==> config.mk <==
export PLATFORM = sky130hd
export DESIGN_NAME = frame_ring_error_handler
export DESIGN_NICKNAME = d
export VERILOG_FILES = /design/src/rtl/frame_ring_error_handler_pkg.sv /design/src/rtl/frame_ring_error_handler.sv
export VERILOG_INCLUDE_DIRS = /design/src /design/src/rtl
export SDC_FILE = /design/constraint.sdc
export NUM_CORES = 1
export LEC_CHECK = 0
export BUFFER_PORTS_ARGS = -buffer_cell sky130_fd_sc_hd__buf_2
export CORE_ASPECT_RATIO = 1.4
export CORE_MARGIN = 5
export CORE_UTILIZATION = 51
export DETAILED_ROUTE_END_ITERATION = 10
export PLACE_DENSITY = 0.77
export SYNTH_ARGS = -nofsm -noshare
export SYNTH_HDL_FRONTEND = slang
export SYNTH_SLANG_ARGS = --single-unit
==> constraint.sdc <==
create_clock -name clk_in -period 4.4 [get_ports clk_in]
set_input_delay 0.88 -clock clk_in [delete_from_list [all_inputs] [get_ports clk_in]]
set_output_delay 0.88 -clock clk_in [all_outputs]
set_load 0.005 [all_outputs]
==> src/rtl/frame_ring_error_handler_consts.svh <==
/*
  Constants of the ring error handler: register indexes, field positions,
  reset values and error codes.
  Assumes a 16-bit register port with a 5-bit word address.
*/
`ifndef FRAME_RING_ERROR_HANDLER_CONSTS_SVH
`define FRAME_RING_ERROR_HANDLER_CONSTS_SVH

// ----------------------------------------------------------------------
// Register indexes
// ----------------------------------------------------------------------
`define REG_GEN_STATUS 5'h00
`define REG_GEN_MASK 5'h01
`define REG_SEC_STATUS 5'h02
`define REG_SEC_MASK 5'h03
`define REG_INT_FAULT 5'h04
`define REG_CMD_EXT 5'h05
`define REG_CMD 5'h06
`define REG_FUNC_CTRL 5'h07
`define REG_RX_CFG 5'h08
`define REG_RING_BASE 5'h10

// ----------------------------------------------------------------------
// Field positions
// ----------------------------------------------------------------------
`define GEN_NOT_READY 0
`define GEN_RING_FAULT 1
`define GEN_HOST_PAR 2
`define GEN_INT_OP 3
`define GEN_OVR4 4
`define GEN_OVR5 5
`define SEC_DEST_PAR 0
`define INT_TX_MEM 0
`define INT_RX_A 1
`define INT_RX_B 2
`define INT_OP 3
`define RSR_PAR 2
`define RSR_OP 3
`define FCR_READY 4
`define CFG_RX_ALL 15

// ----------------------------------------------------------------------
// Widths, reset values and codes
// ----------------------------------------------------------------------
`define GEN_W 6
`define RING_N 8
`define RST_16 16'h0000
`define RST_CFG 16'h0FFF
`define PER_NONE 3'h0
`define PER_FETCH 3'h2
`define PER_SENDING 3'h6
`define PER_PORT_OP 3'h7

`endif

==> src/rtl/frame_ring_error_handler_pkg.sv <==
/*
  Types of the ring error handler: ring states, commands and indications.
  Assumes the constants header is included by the design file.
*/
package frame_ring_error_handler_pkg;

	// Ring state as kept per ring
	typedef enum logic [1:0] {
		RING_STOPPED = 2'b00,
		RING_READY = 2'b01,
		RING_EMPTY = 2'b10
	} ring_state_type;

	// Command codes accepted by the command register
	typedef enum logic [3:0] {
		CMD_NONE = 4'b0000,
		CMD_STOP = 4'b0001,
		CMD_REDEFINE = 4'b0010
	} cmd_type;

	// Transmit indication written back to the descriptor ring
	typedef struct packed {
		logic [2:0] port_err_code;
		logic tx_killed_flag;
		logic tx_starve_flag;
		logic parity_fault_flag;
	} tx_ind_type;

	// Receive error indication and its cause
	typedef struct packed {
		logic bad_frame;
		logic aborted;
		logic long_fragment;
		logic parity_fault_flag;
	} rx_ind_type;

endpackage

==> src/rtl/frame_ring_error_handler.sv <==
/*
  Ring error handler: sticky status flags, per-ring state on entry errors,
  host parity screening, and transmit and receive error indications.
  Assumes all event inputs are one-cycle strobes from logic on clk_in.
*/
//
// Function
// - Tx data parity error stops frame fetch at once, frame marked bad.
// - Tx parity error on a frame being sent aborts its transmission.
// - Frame error indication is written back; ring otherwise continues.
// - Descriptor parity error stops transfer, no FIFO load, pointer held.
// - Descriptor parity error sets ring Empty and its parity flag.
// - Descriptor parity error sets not-ready and fault flags, interrupting.
// - Host access with bad parity is ignored, except for the two effects below.
// - Host write with bad parity sets host parity flag.
// - Bad-parity command extension write discards following command.
// - Ring parity flag set on entry read parity error, cleared on redefine/ready.
// - Ring op flag set on port fault or first/last error, same clears.
// - Internal operation error flag is sticky until host clears it.
// - Per-ring overrun flag sticky until host writes general status.
// - Ring fault flag set by parity, port fault or first/last error.
// - Destination ring flag set by parity or port fault there.
// - Mac side tx parity sets tx memory parity flag.
// - Tx port error code reports parity failures as 010, 110 or 111.
// - Underrun sets starve flag, drops only the current frame.
// - Killed without starve or parity means abort by mac_tx_kill.
// - Rx error indication on bad frame in receive-all, abort, long fragment.
`timescale 1ns/1ps
`include "frame_ring_error_handler_consts.svh"

module frame_ring_error_handler (
	input wire logic clk_in, // 125 MHz clock
	input wire logic rst_in, // Async reset, high
	input wire logic [4:0] addr_in, // Register word index
	input wire logic [15:0] wdata_in, // Write data
	input wire logic wr_in, // Write strobe
	input wire logic rd_in, // Read strobe
	input wire logic host_par_err_in, // Bad parity on this access
	output logic [15:0] rdata_out, // Read data, cycle after rd_in
	input wire logic tx_par_err_in, // Port parity error on tx fetch
	input wire logic tx_sending_in, // Current frame is on the line
	input wire logic tx_starve_in, // Underrun on current frame
	input wire logic mac_tx_kill_in, // Abort request from the mac
	input wire logic port_op_tx_in, // Port op fault on tx data
	input wire logic tx_frame_end_in, // Current frame finished
	input wire logic mac_tx_par_in, // Mac side parity on tx data
	input wire logic [2:0] ring_idx_in, // Ring of the entry error
	input wire logic ring_par_in, // Parity error on entry read
	input wire logic port_op_fault_in, // Port op fault on entry read
	input wire logic first_last_err_in, // First/last bit error
	input wire logic dest_par_in, // Parity on destination entry
	input wire logic dest_op_in, // Port fault on destination entry
	input wire logic int_op_err_in, // Internal operation error
	input wire logic rx_port_a_par_in, // Rx parity, port a
	input wire logic rx_port_b_par_in, // Rx parity, port b
	input wire logic [1:0] overrun_in, // Overrun on rings 4 and 5
	input wire logic rx_end_in, // Rx frame or fragment ended
	input wire logic rx_bad_frame_in, // Error or secondary frame
	input wire logic rx_abort_in, // Rx operation aborted
	input wire logic rx_frag_in, // Ended item is a fragment
	input wire logic [11:0] rx_len_in, // Length of ended item
	output logic irq_out, // Interrupt request
	output logic tx_err_frame_out, // Stop fetch, frame is bad
	output logic tx_abort_out, // Abort transmission pulse
	output logic tx_ind_valid_out, // Tx indication write pulse
	output frame_ring_error_handler_pkg::tx_ind_type tx_ind_out, // Tx ind
	output logic entry_halt_out, // Entry dropped, pointer held
	output logic [2:0] entry_halt_ring_out, // Ring of dropped entry
	output logic [7:0] ring_ready_out, // Ring may fetch
	output logic rx_ind_valid_out, // Rx error indication pulse
	output frame_ring_error_handler_pkg::rx_ind_type rx_ind_out // Rx ind
);

	// ------------------------------------------------------------------
	// Host access decode
	// ------------------------------------------------------------------
	logic [`GEN_W-1:0] gen_status;
	logic [`GEN_W-1:0] gen_mask;
	logic sec_status;
	logic sec_mask;
	logic [3:0] int_fault;
	logic [15:0] cmd_ext;
	logic cmd_ext_bad;
	logic [15:0] rx_cfg;
	frame_ring_error_handler_pkg::ring_state_type ring_state [`RING_N];
	logic [`RING_N-1:0] ring_par;
	logic [`RING_N-1:0] ring_op;
	logic good_wr;
	logic entry_err;
	logic [`GEN_W-1:0] gen_clr;
	logic [`GEN_W-1:0] gen_set;
	logic [3:0] int_clr;
	logic [3:0] int_set;
	logic cmd_go;
	logic ready_go;
	logic [2:0] cmd_ring;
	logic [2:0] ready_ring;
	frame_ring_error_handler_pkg::cmd_type cmd_code;

	// Writes with bad parity reach no register but the host parity flag and cmd_ext_bad
	assign good_wr = wr_in && !host_par_err_in;
	assign entry_err = ring_par_in || port_op_fault_in || first_last_err_in;
	assign cmd_ring = cmd_ext[2:0];
	assign ready_ring = wdata_in[2:0];
	assign cmd_code = frame_ring_error_handler_pkg::cmd_type'(wdata_in[3:0]);
	assign cmd_go = good_wr && addr_in == `REG_CMD && !cmd_ext_bad;
	assign ready_go = good_wr && addr_in == `REG_FUNC_CTRL &&
		wdata_in[`FCR_READY];

	// ------------------------------------------------------------------
	// General status flags
	// ------------------------------------------------------------------
	// Write one to clear; a set arriving in the same cycle wins
	always_comb begin
		gen_clr = '0;
		if (good_wr && addr_in == `REG_GEN_STATUS) begin
			gen_clr = wdata_in[`GEN_W-1:0];
		end
		gen_set = '0;
		gen_set[`GEN_NOT_READY] = entry_err;
		gen_set[`GEN_RING_FAULT] = entry_err;
		gen_set[`GEN_HOST_PAR] = wr_in && host_par_err_in;
		gen_set[`GEN_INT_OP] = int_op_err_in;
		gen_set[`GEN_OVR4] = overrun_in[0];
		gen_set[`GEN_OVR5] = overrun_in[1];
	end

	// Sticky until the host writes them clear
	always_ff @(posedge clk_in or posedge rst_in) begin
		if (rst_in) begin
			gen_status <= '0;
		end else begin
			gen_status <= (gen_status & ~gen_clr) | gen_set;
		end
	end

	// Secondary status, destination ring errors
	always_ff @(posedge clk_in or posedge rst_in) begin
		if (rst_in) begin
			sec_status <= 1'b0;
		end else if (dest_par_in || dest_op_in) begin
			sec_status <= 1'b1;
		end else if (good_wr && addr_in == `REG_SEC_STATUS &&
			wdata_in[`SEC_DEST_PAR]) begin
			sec_status <= 1'b0;
		end
	end

	// Internal fault register, write one to clear
	always_comb begin
		int_clr = '0;
		if (good_wr && addr_in == `REG_INT_FAULT) begin
			int_clr = wdata_in[3:0];
		end
		int_set = '0;
		int_set[`INT_TX_MEM] = mac_tx_par_in;
		int_set[`INT_RX_A] = rx_port_a_par_in;
		int_set[`INT_RX_B] = rx_port_b_par_in;
		int_set[`INT_OP] = int_op_err_in;
	end

	always_ff @(posedge clk_in or posedge rst_in) begin
		if (rst_in) begin
			int_fault <= '0;
		end else begin
			int_fault <= (int_fault & ~int_clr) | int_set;
		end
	end

	// ------------------------------------------------------------------
	// Plain control registers
	// ------------------------------------------------------------------
	always_ff @(posedge clk_in or posedge rst_in) begin
		if (rst_in) begin
			gen_mask <= '0;
			sec_mask <= 1'b0;
			cmd_ext <= `RST_16;
			rx_cfg <= `RST_CFG;
		end else if (good_wr) begin
			case (addr_in)
				`REG_GEN_MASK: gen_mask <= wdata_in[`GEN_W-1:0];
				`REG_SEC_MASK: sec_mask <= wdata_in[`SEC_DEST_PAR];
				`REG_CMD_EXT: cmd_ext <= wdata_in;
				`REG_RX_CFG: rx_cfg <= wdata_in;
				default: ;
			endcase
		end
	end

	// A corrupted extension poisons only the next command write
	always_ff @(posedge clk_in or posedge rst_in) begin
		if (rst_in) begin
			cmd_ext_bad <= 1'b0;
		end else if (wr_in && addr_in == `REG_CMD_EXT) begin
			cmd_ext_bad <= host_par_err_in;
		end else if (good_wr && addr_in == `REG_CMD) begin
			cmd_ext_bad <= 1'b0;
		end
	end

	// ------------------------------------------------------------------
	// Per-ring state
	// ------------------------------------------------------------------
	// Entry errors are applied last so they win over host actions
	always_ff @(posedge clk_in or posedge rst_in) begin
		if (rst_in) begin
			for (int i = 0; i < `RING_N; i++) begin
				ring_state[i] <= frame_ring_error_handler_pkg::RING_STOPPED;
			end
			ring_par <= '0;
			ring_op <= '0;
		end else begin
			if (ready_go) begin
				ring_state[ready_ring] <=
					frame_ring_error_handler_pkg::RING_READY;
				ring_par[ready_ring] <= 1'b0;
				ring_op[ready_ring] <= 1'b0;
			end
			if (cmd_go && cmd_code == frame_ring_error_handler_pkg::CMD_STOP)
				begin
				ring_state[cmd_ring] <=
					frame_ring_error_handler_pkg::RING_STOPPED;
			end
			if (cmd_go &&
				cmd_code == frame_ring_error_handler_pkg::CMD_REDEFINE) begin
				ring_state[cmd_ring] <=
					frame_ring_error_handler_pkg::RING_STOPPED;
				ring_par[cmd_ring] <= 1'b0;
				ring_op[cmd_ring] <= 1'b0;
			end
			if (entry_err) begin
				ring_state[ring_idx_in] <=
					frame_ring_error_handler_pkg::RING_EMPTY;
			end
			if (ring_par_in) begin
				ring_par[ring_idx_in] <= 1'b1;
			end
			if (port_op_fault_in || first_last_err_in) begin
				ring_op[ring_idx_in] <= 1'b1;
			end
		end
	end

	// Fetch enable per ring and entry drop notice
	always_ff @(posedge clk_in or posedge rst_in) begin
		if (rst_in) begin
			ring_ready_out <= '0;
			entry_halt_out <= 1'b0;
			entry_halt_ring_out <= '0;
		end else begin
			for (int i = 0; i < `RING_N; i++) begin
				ring_ready_out[i] <= ring_state[i] ==
					frame_ring_error_handler_pkg::RING_READY;
			end
			entry_halt_out <= entry_err;
			entry_halt_ring_out <= ring_idx_in;
		end
	end

	// ------------------------------------------------------------------
	// Register read
	// ------------------------------------------------------------------
	// Bad-parity reads return zero and touch nothing
	always_ff @(posedge clk_in or posedge rst_in) begin
		if (rst_in) begin
			rdata_out <= `RST_16;
		end else if (rd_in && !host_par_err_in) begin
			case (addr_in)
				`REG_GEN_STATUS: rdata_out <= {10'h000, gen_status};
				`REG_GEN_MASK: rdata_out <= {10'h000, gen_mask};
				`REG_SEC_STATUS: rdata_out <= {15'h0000, sec_status};
				`REG_SEC_MASK: rdata_out <= {15'h0000, sec_mask};
				`REG_INT_FAULT: rdata_out <= {12'h000, int_fault};
				`REG_CMD_EXT: rdata_out <= cmd_ext;
				`REG_RX_CFG: rdata_out <= rx_cfg;
				default: begin
					if (addr_in[4]) begin
						rdata_out <= {12'h000, ring_op[addr_in[2:0]],
							ring_par[addr_in[2:0]],
							ring_state[addr_in[2:0]]};
					end else begin
						rdata_out <= `RST_16;
					end
				end
			endcase
		end else begin
			rdata_out <= `RST_16;
		end
	end

	// ------------------------------------------------------------------
	// Interrupt
	// ------------------------------------------------------------------
	always_ff @(posedge clk_in or posedge rst_in) begin
		if (rst_in) begin
			irq_out <= 1'b0;
		end else begin
			irq_out <= |(gen_status & gen_mask) ||
				(sec_status && sec_mask);
		end
	end

	// ------------------------------------------------------------------
	// Transmit frame errors
	// ------------------------------------------------------------------
	logic tx_par;
	logic tx_par_line;
	logic tx_op;
	logic tx_starve;
	logic tx_kill;
	logic now_par;
	logic now_line;
	logic now_op;
	logic now_starve;
	logic now_kill;

	// Include events of the closing cycle in the indication
	assign now_par = tx_par || tx_par_err_in;
	assign now_line = tx_par_line || (tx_par_err_in && tx_sending_in);
	assign now_op = tx_op || port_op_tx_in;
	assign now_starve = tx_starve || tx_starve_in;
	assign now_kill = tx_kill || mac_tx_kill_in;

	// Error memory for the current frame only; cleared at its end
	always_ff @(posedge clk_in or posedge rst_in) begin
		if (rst_in) begin
			tx_par <= 1'b0;
			tx_par_line <= 1'b0;
			tx_op <= 1'b0;
			tx_starve <= 1'b0;
			tx_kill <= 1'b0;
		end else if (tx_frame_end_in) begin
			tx_par <= 1'b0;
			tx_par_line <= 1'b0;
			tx_op <= 1'b0;
			tx_starve <= 1'b0;
			tx_kill <= 1'b0;
		end else begin
			tx_par <= now_par;
			tx_par_line <= now_line;
			tx_op <= now_op;
			tx_starve <= now_starve;
			tx_kill <= now_kill;
		end
	end

	// Fetch stops at once and stays stopped until the frame ends
	always_ff @(posedge clk_in or posedge rst_in) begin
		if (rst_in) begin
			tx_err_frame_out <= 1'b0;
			tx_abort_out <= 1'b0;
		end else begin
			tx_err_frame_out <= !tx_frame_end_in &&
				(now_par || now_starve);
			tx_abort_out <= (tx_par_err_in && tx_sending_in) ||
				tx_starve_in;
		end
	end

	// One indication per frame; nothing else on the ring is held up
	always_ff @(posedge clk_in or posedge rst_in) begin
		if (rst_in) begin
			tx_ind_valid_out <= 1'b0;
			tx_ind_out <= '0;
		end else begin
			tx_ind_valid_out <= tx_frame_end_in;
			if (tx_frame_end_in) begin
				if (now_par && now_op) begin
					tx_ind_out.port_err_code <= `PER_PORT_OP;
				end else if (now_line) begin
					tx_ind_out.port_err_code <= `PER_SENDING;
				end else if (now_par) begin
					tx_ind_out.port_err_code <= `PER_FETCH;
				end else begin
					tx_ind_out.port_err_code <= `PER_NONE;
				end
				tx_ind_out.tx_killed_flag <= now_line || now_starve ||
					now_kill;
				tx_ind_out.tx_starve_flag <= now_starve;
				tx_ind_out.parity_fault_flag <= now_par;
			end
		end
	end

	// ------------------------------------------------------------------
	// Receive error indication
	// ------------------------------------------------------------------
	logic rx_par;
	logic rx_long;
	logic rx_bad;

	assign rx_long = rx_frag_in && rx_len_in > rx_cfg[11:0];
	assign rx_bad = rx_bad_frame_in && rx_cfg[`CFG_RX_ALL];

	// Port parity seen while the item was moved out
	always_ff @(posedge clk_in or posedge rst_in) begin
		if (rst_in) begin
			rx_par <= 1'b0;
		end else if (rx_end_in) begin
			rx_par <= 1'b0;
		end else if (rx_port_a_par_in || rx_port_b_par_in) begin
			rx_par <= 1'b1;
		end
	end

	always_ff @(posedge clk_in or posedge rst_in) begin
		if (rst_in) begin
			rx_ind_valid_out <= 1'b0;
			rx_ind_out <= '0;
		end else begin
			rx_ind_valid_out <= rx_end_in &&
				(rx_bad || rx_abort_in || rx_long);
			rx_ind_out <= {rx_bad, rx_abort_in, rx_long,
				rx_par || rx_port_a_par_in || rx_port_b_par_in};
		end
	end
endmodule

== Yosys cells after proc, flatten, opt, wreduce, memory -nomap -nowiden ==
Cells that the tools add are included.
W data, S select, Z words.
Storage, ports and cells
  bits in registers: 132
  input port bits: 62
Cells by class
  magnitude comparators: 15
  equal/unequal tests: 18
  multiplexer cells: 48
  bitwise gates (word level): 28
  reductions and logical operators: 58
Operators by type and width (number)
  $pmux W16 S7: 1
  $mux W16: 5
  $and A8 B8 Y8: 6
  $mux W8: 6
  $and A16 B16 Y16: 2
  $not A8 Y8: 4
  $or A8 B8 Y8: 4
  $logic_and A1 B1 Y1: 27
  $eq A5 B3 Y1 const B: 4
  $logic_or A1 B1 Y1: 19
  $demux W2 S3: 3
  $eq A2 B1 Y1 const B: 8
  $ge A4 B4 Y1 const B: 4
  $lt A3 B4 Y1 const B: 4
  $mux W1: 16
  $not A16 Y16: 1
  $not A3 Y4: 4
  $and A6 B6 Y6: 2
  $gt A12 B12 Y1: 1
  $lt A4 B1 Y1 const B: 3
  $mux W2: 6
  $eq A5 B2 Y1 const B: 2
  $demux W1 S3: 3
  $ge A3 B1 Y1 const B: 3
  other kinds (19): 29

== Depth between registers and ports, before layout ==
  word-level depth: 14
  depth in mapped cells: 7

== Worst setup path after synthesis ==
OpenSTA, ideal clock, no wires.
  kind: input to register
  start: input port addr_in[0]
  end: register rx_cfg[15]
  library setup time: 0.125 ns
  data arrival time: 2.272 ns
  path slack: 2.003 ns
  stages: 6
  buffers on the path: 2
  cells stage by stage: buf_6 > or3_4 > nor3b_4 > nand2_4 > buf_6 > mux2_4
On the way
  longest elaborated chain between the ends: 2
RTL lines
  from (decl): line frame_ring_error_handler.sv:34  | input wire logic [4:0] addr_in,
  $eq A5 B4 Y1: line frame_ring_error_handler.sv:180  | case (addr_in)
  $reduce_and A2 Y1 (no source line)
  to (signal assigned): line frame_ring_error_handler.sv:178  | rx_cfg <= `RST_CFG;
  to (signal assigned): line frame_ring_error_handler.sv:184  | `REG_RX_CFG: rx_cfg <= wdata_in;
  to (decl): line frame_ring_error_handler.sv:84  | logic [15:0] rx_cfg;
Every way passes these cells.
A chain may end at the register's enable or synchronous reset.

== Worst setup path in the final report ==
  start: input port addr_in[0]
  end: register rdata_out[0]
On the way
  longest elaborated chain between the ends: 7
  elaborated cells between the ends (all ways): 14
RTL lines
  $not A3 Y4 (not written as such): line frame_ring_error_handler.sv:280  | ring_state[addr_in[2:0]]};
  $bmux W2 S3: line frame_ring_error_handler.sv:280
  $mux W2 (not written as such) (2 in a row): line frame_ring_error_handler.sv:280
  $mux W4: line frame_ring_error_handler.sv:277  | if (addr_in[4]) begin
  $pmux W16 S7 *: line frame_ring_error_handler.sv:268  | case (addr_in)
  $mux W16 *: line frame_ring_error_handler.sv:267  | end else if (rd_in && !host_par_err_in) begin
  to (signal assigned): line frame_ring_error_handler.sv:269  | `REG_GEN_STATUS: rdata_out <= {10'h000, gen_status};
  to (signal assigned): line frame_ring_error_handler.sv:270  | `REG_GEN_MASK: rdata_out <= {10'h000, gen_mask};
  to (signal assigned): line frame_ring_error_handler.sv:278  | rdata_out <= {12'h000, ring_op[addr_in[2:0]],
  to (decl): line frame_ring_error_handler.sv:39  | output logic [15:0] rdata_out,
Mark *: on every way between the ends. The rest lies on a longest branch, timed or not. The select of a mux whose other input is x is not followed.

==> impl_results.md <==
* DIE WIDTH at 102 um
* Asr flop ratio synth at 100%
* Post-synth EDFFs at 0
* Post-synthesis net count at 585
* Routability cong. at 0.929
* Layout cells sized above 1 at 34.2%
* Synth Register Bits at 132
* FF-to-FF setup slack at 2260 ps
* Final antenna-violating net count at 0
* Crit share post-route at 61.7%
* RSZ-0062 raised after global routing: no
* CTS tree: yes
* Netlist cell types at 61
* Final hold violations at 0
* Initial DRC count at 255
* Final setup violation count at 0
* Dpl cells at 740
* Dpl hpwl at 11.1 mm
* Leakage Power at 0.00324 uW
* Antenna cells at 0
* Post-CTS setup buffer count at 0
* DR pass1 iterations at 5
* P&R area growth vs syn at 20.0%
* Synth Area per Inst at 11.9 um2
* Total negative slack at 0 ps
* First-pass GRT wire length at 24.9 mm
* Slew HR at 41.6%
* Max-cap check violation count at 0
* Worst-Skew Late Latency at 420 ps
* Area of the mapped netlist at 6090 um2
* Status: finished clean
* Die Ht at 139 um
* Slew @ Worst Pin at 873 ps
* Worst r2r dst: ring_par[3]
* Largest net degree at the start of global routing at 71
* Post-Syn Instances at 511
* Critical Path Start: addr_in[0]
* Fmax at 0.369 GHz
* Setup crit end: rdata_out[0]
* CTS Root Cell: clkbuf_16
* Post-CTS Resized at 0
* Worst Path Max Fanout at 27
* Initial Util at 51.8%
* Top Family by Delay on Critical Path: simple AND/OR/NAND/NOR gates
* CTS hold repair buffers at 0
* Clk_skew at 7.11 ps
* Main synth FF type: dfrtp_1
* Buf+Inv Stages, Crit Path at 1
* Syn. warnings at 0
* Design Area, Final at 7300 um2
* Placed cell area at 6710 um2
* HP Class: reg2reg
* R2R Path Start: cmd_ext_bad
* Initial antenna violation count at 1
* CP max-delay cell: and2_0
* DR vias/cell at 5.95
* Port buffer count at 104
* Worst path depth at 6
* H-tree levels at 4
* Vias in the first global route at 4,864
* Slew Viols, Final at 0
* CTS buffer count at 17
* Gr ovfl total at 0
* Clk pin slew, worst setup/hold paths at 60 ps
* R2R depth at 5
* CP endpoint kind: flop
* Critical Path, Cell by Cell: buf_2 > nor2b_1 > and2_0 > a221o_1 > a21oi_1 > o22ai_1
* Routed len/inst at 19.8 um
* GRT Util Overall at 22.5%
* Power density cells at 423 nW/um2
* Clock buffer depth at 2
* Sequential area share after synthesis at 54.5%
* Final net count at 686
* DR vias at 4,593
* Hold Path Origin: rx_par
* Final std cells w/o fill at 772
* Startpoint Class: primary input
* Residual DRC count at 0
* Core ar. at 11,800 um2
* Worst Path Class, Setup: in2reg
* Post-route minimum period at 2710 ps
* Routed WL at 15.3 mm
* Num rows at 47
* VDD IR max at 0.312 mV
* Clk sink count at 132
* Req. time, crit path at 4720 ps
* Worst Path Arrival at 3030 ps
* Crit path largest cell delay at 740 ps
* Area of the die at 14,300 um2
* I/O pin count at 105
state kept, by name, summed over array words and instances, names as in the netlist, 8 cells and up:
| name | flops |
|---|---|
| ring_state | 16 |
| cmd_ext | 16 |
| rdata_out | 16 |
| ring_op | 8 |
| ring_par | 8 |
| rx_cfg | 16 |
| ring_ready_out | 8 |
power breakdown:
part	total [uW]	internal, uW	switching [uW]
clock network	1410	848	563
registers	1360	1300	58.0
logic	318	144	173
layout make-up:
cell class / instances / area [um2]
clock inverter: 15 / 170
inverter: 22 / 85.1
fill: 928 / 4460
clock buffer: 17 / 425
sequential: 132 / 3320
multi-input combinational: 332 / 2570
timing repair buffer: 107 / 556
tap: 147 / 184
routing by layer:
metal	vias to the layer above	share of wire (%)	global-route usage (%)	wire (um)
li1	2087	-	-	-
met5	-	0.046	0	7
met3	45	6.6	5.06	1010
met4	2	3.4	10.1	521
met2	195	52	37.8	7910
met1	2264	38	27.4	5860
metrics by stage:
step                util, %  total power [uW]  hold slack [ps]  worst slack [ps]
finish                 62.1              3090              455              1690
global route           62.1              3210              476              1520
CTS                    62.1              3110              464              1710
detailed placement     57.0              1700              442              1280
global placement       57.0              1680              435              1360
floorplan                 -              1570              418              13.8
worst reg2reg max path, stage by stage (launching register included):
cell     delay, ps
dfrtp_1        410
nor4b_4        350
or3b_4         460
nor4_1         450
a31oi_1        130
a32o_1         230
synthesized netlist by cell type (10+ instances only):
master    number  area share [%]
mux2_2        31             5.7
a21o_1        10             1.2
a21oi_1       20             1.6
mux2_4        10             2.5
nor2_1        47             2.9
a22oi_1       12             1.5
dfstp_2       12             5.2
a22o_1        11             1.6
dfrtp_1      120              49
clkbuf_1      12            0.74
nand2_1       32             2.0
inv_1         22             1.4
ha_1          12             2.5
nor2b_1       13             1.3
mux2i_1       12             2.0
nand3_1       12            0.99
cells in the final DEF (no fill, tap or decap), drive strengths merged, types with 9 or more instances in the layout:
cell	Yosys	final
dfrtp	120	120
a21o	10	10
inv	22	28
mux2	41	41
a21oi	20	20
dfstp	12	12
buf	13	107
mux2i	12	12
a22oi	12	12
a22o	11	11
nor2b	13	13
nor2	48	48
nand3	12	12
clkbuf	12	17
nor3	9	9
ha	12	12
nand2	33	33
logic make-up after synthesis:
group / after synthesis / share of synthesized area, %
AO/OA/AOI/OAI: 107 / 13.3
XOR/XNOR: 2 / 0.288
adder cells (fa/ha/maj): 12 / 2.47
buffers and inverters: 47 / 3.33
flip-flops: 132 / 54.5
multiplexers: 61 / 13.1
AND/OR/NAND/NOR: 150 / 12.9
worst min-delay path by stage:
stage                   endpoint  slack, ps  cells past startpoint
2_1_floorplan  ring_ready_out[6]        420                      1
3_3_place_gp       rx_ind_out[0]        440                      1
3_5_place_dp       rx_ind_out[0]        440                      1
4_1_cts            rx_ind_out[0]        460                      1
5_1_grt            rx_ind_out[0]        480                      1
6_report           rx_ind_out[0]        460                      1
No activity file was read; power rests on OpenSTA's default activity.
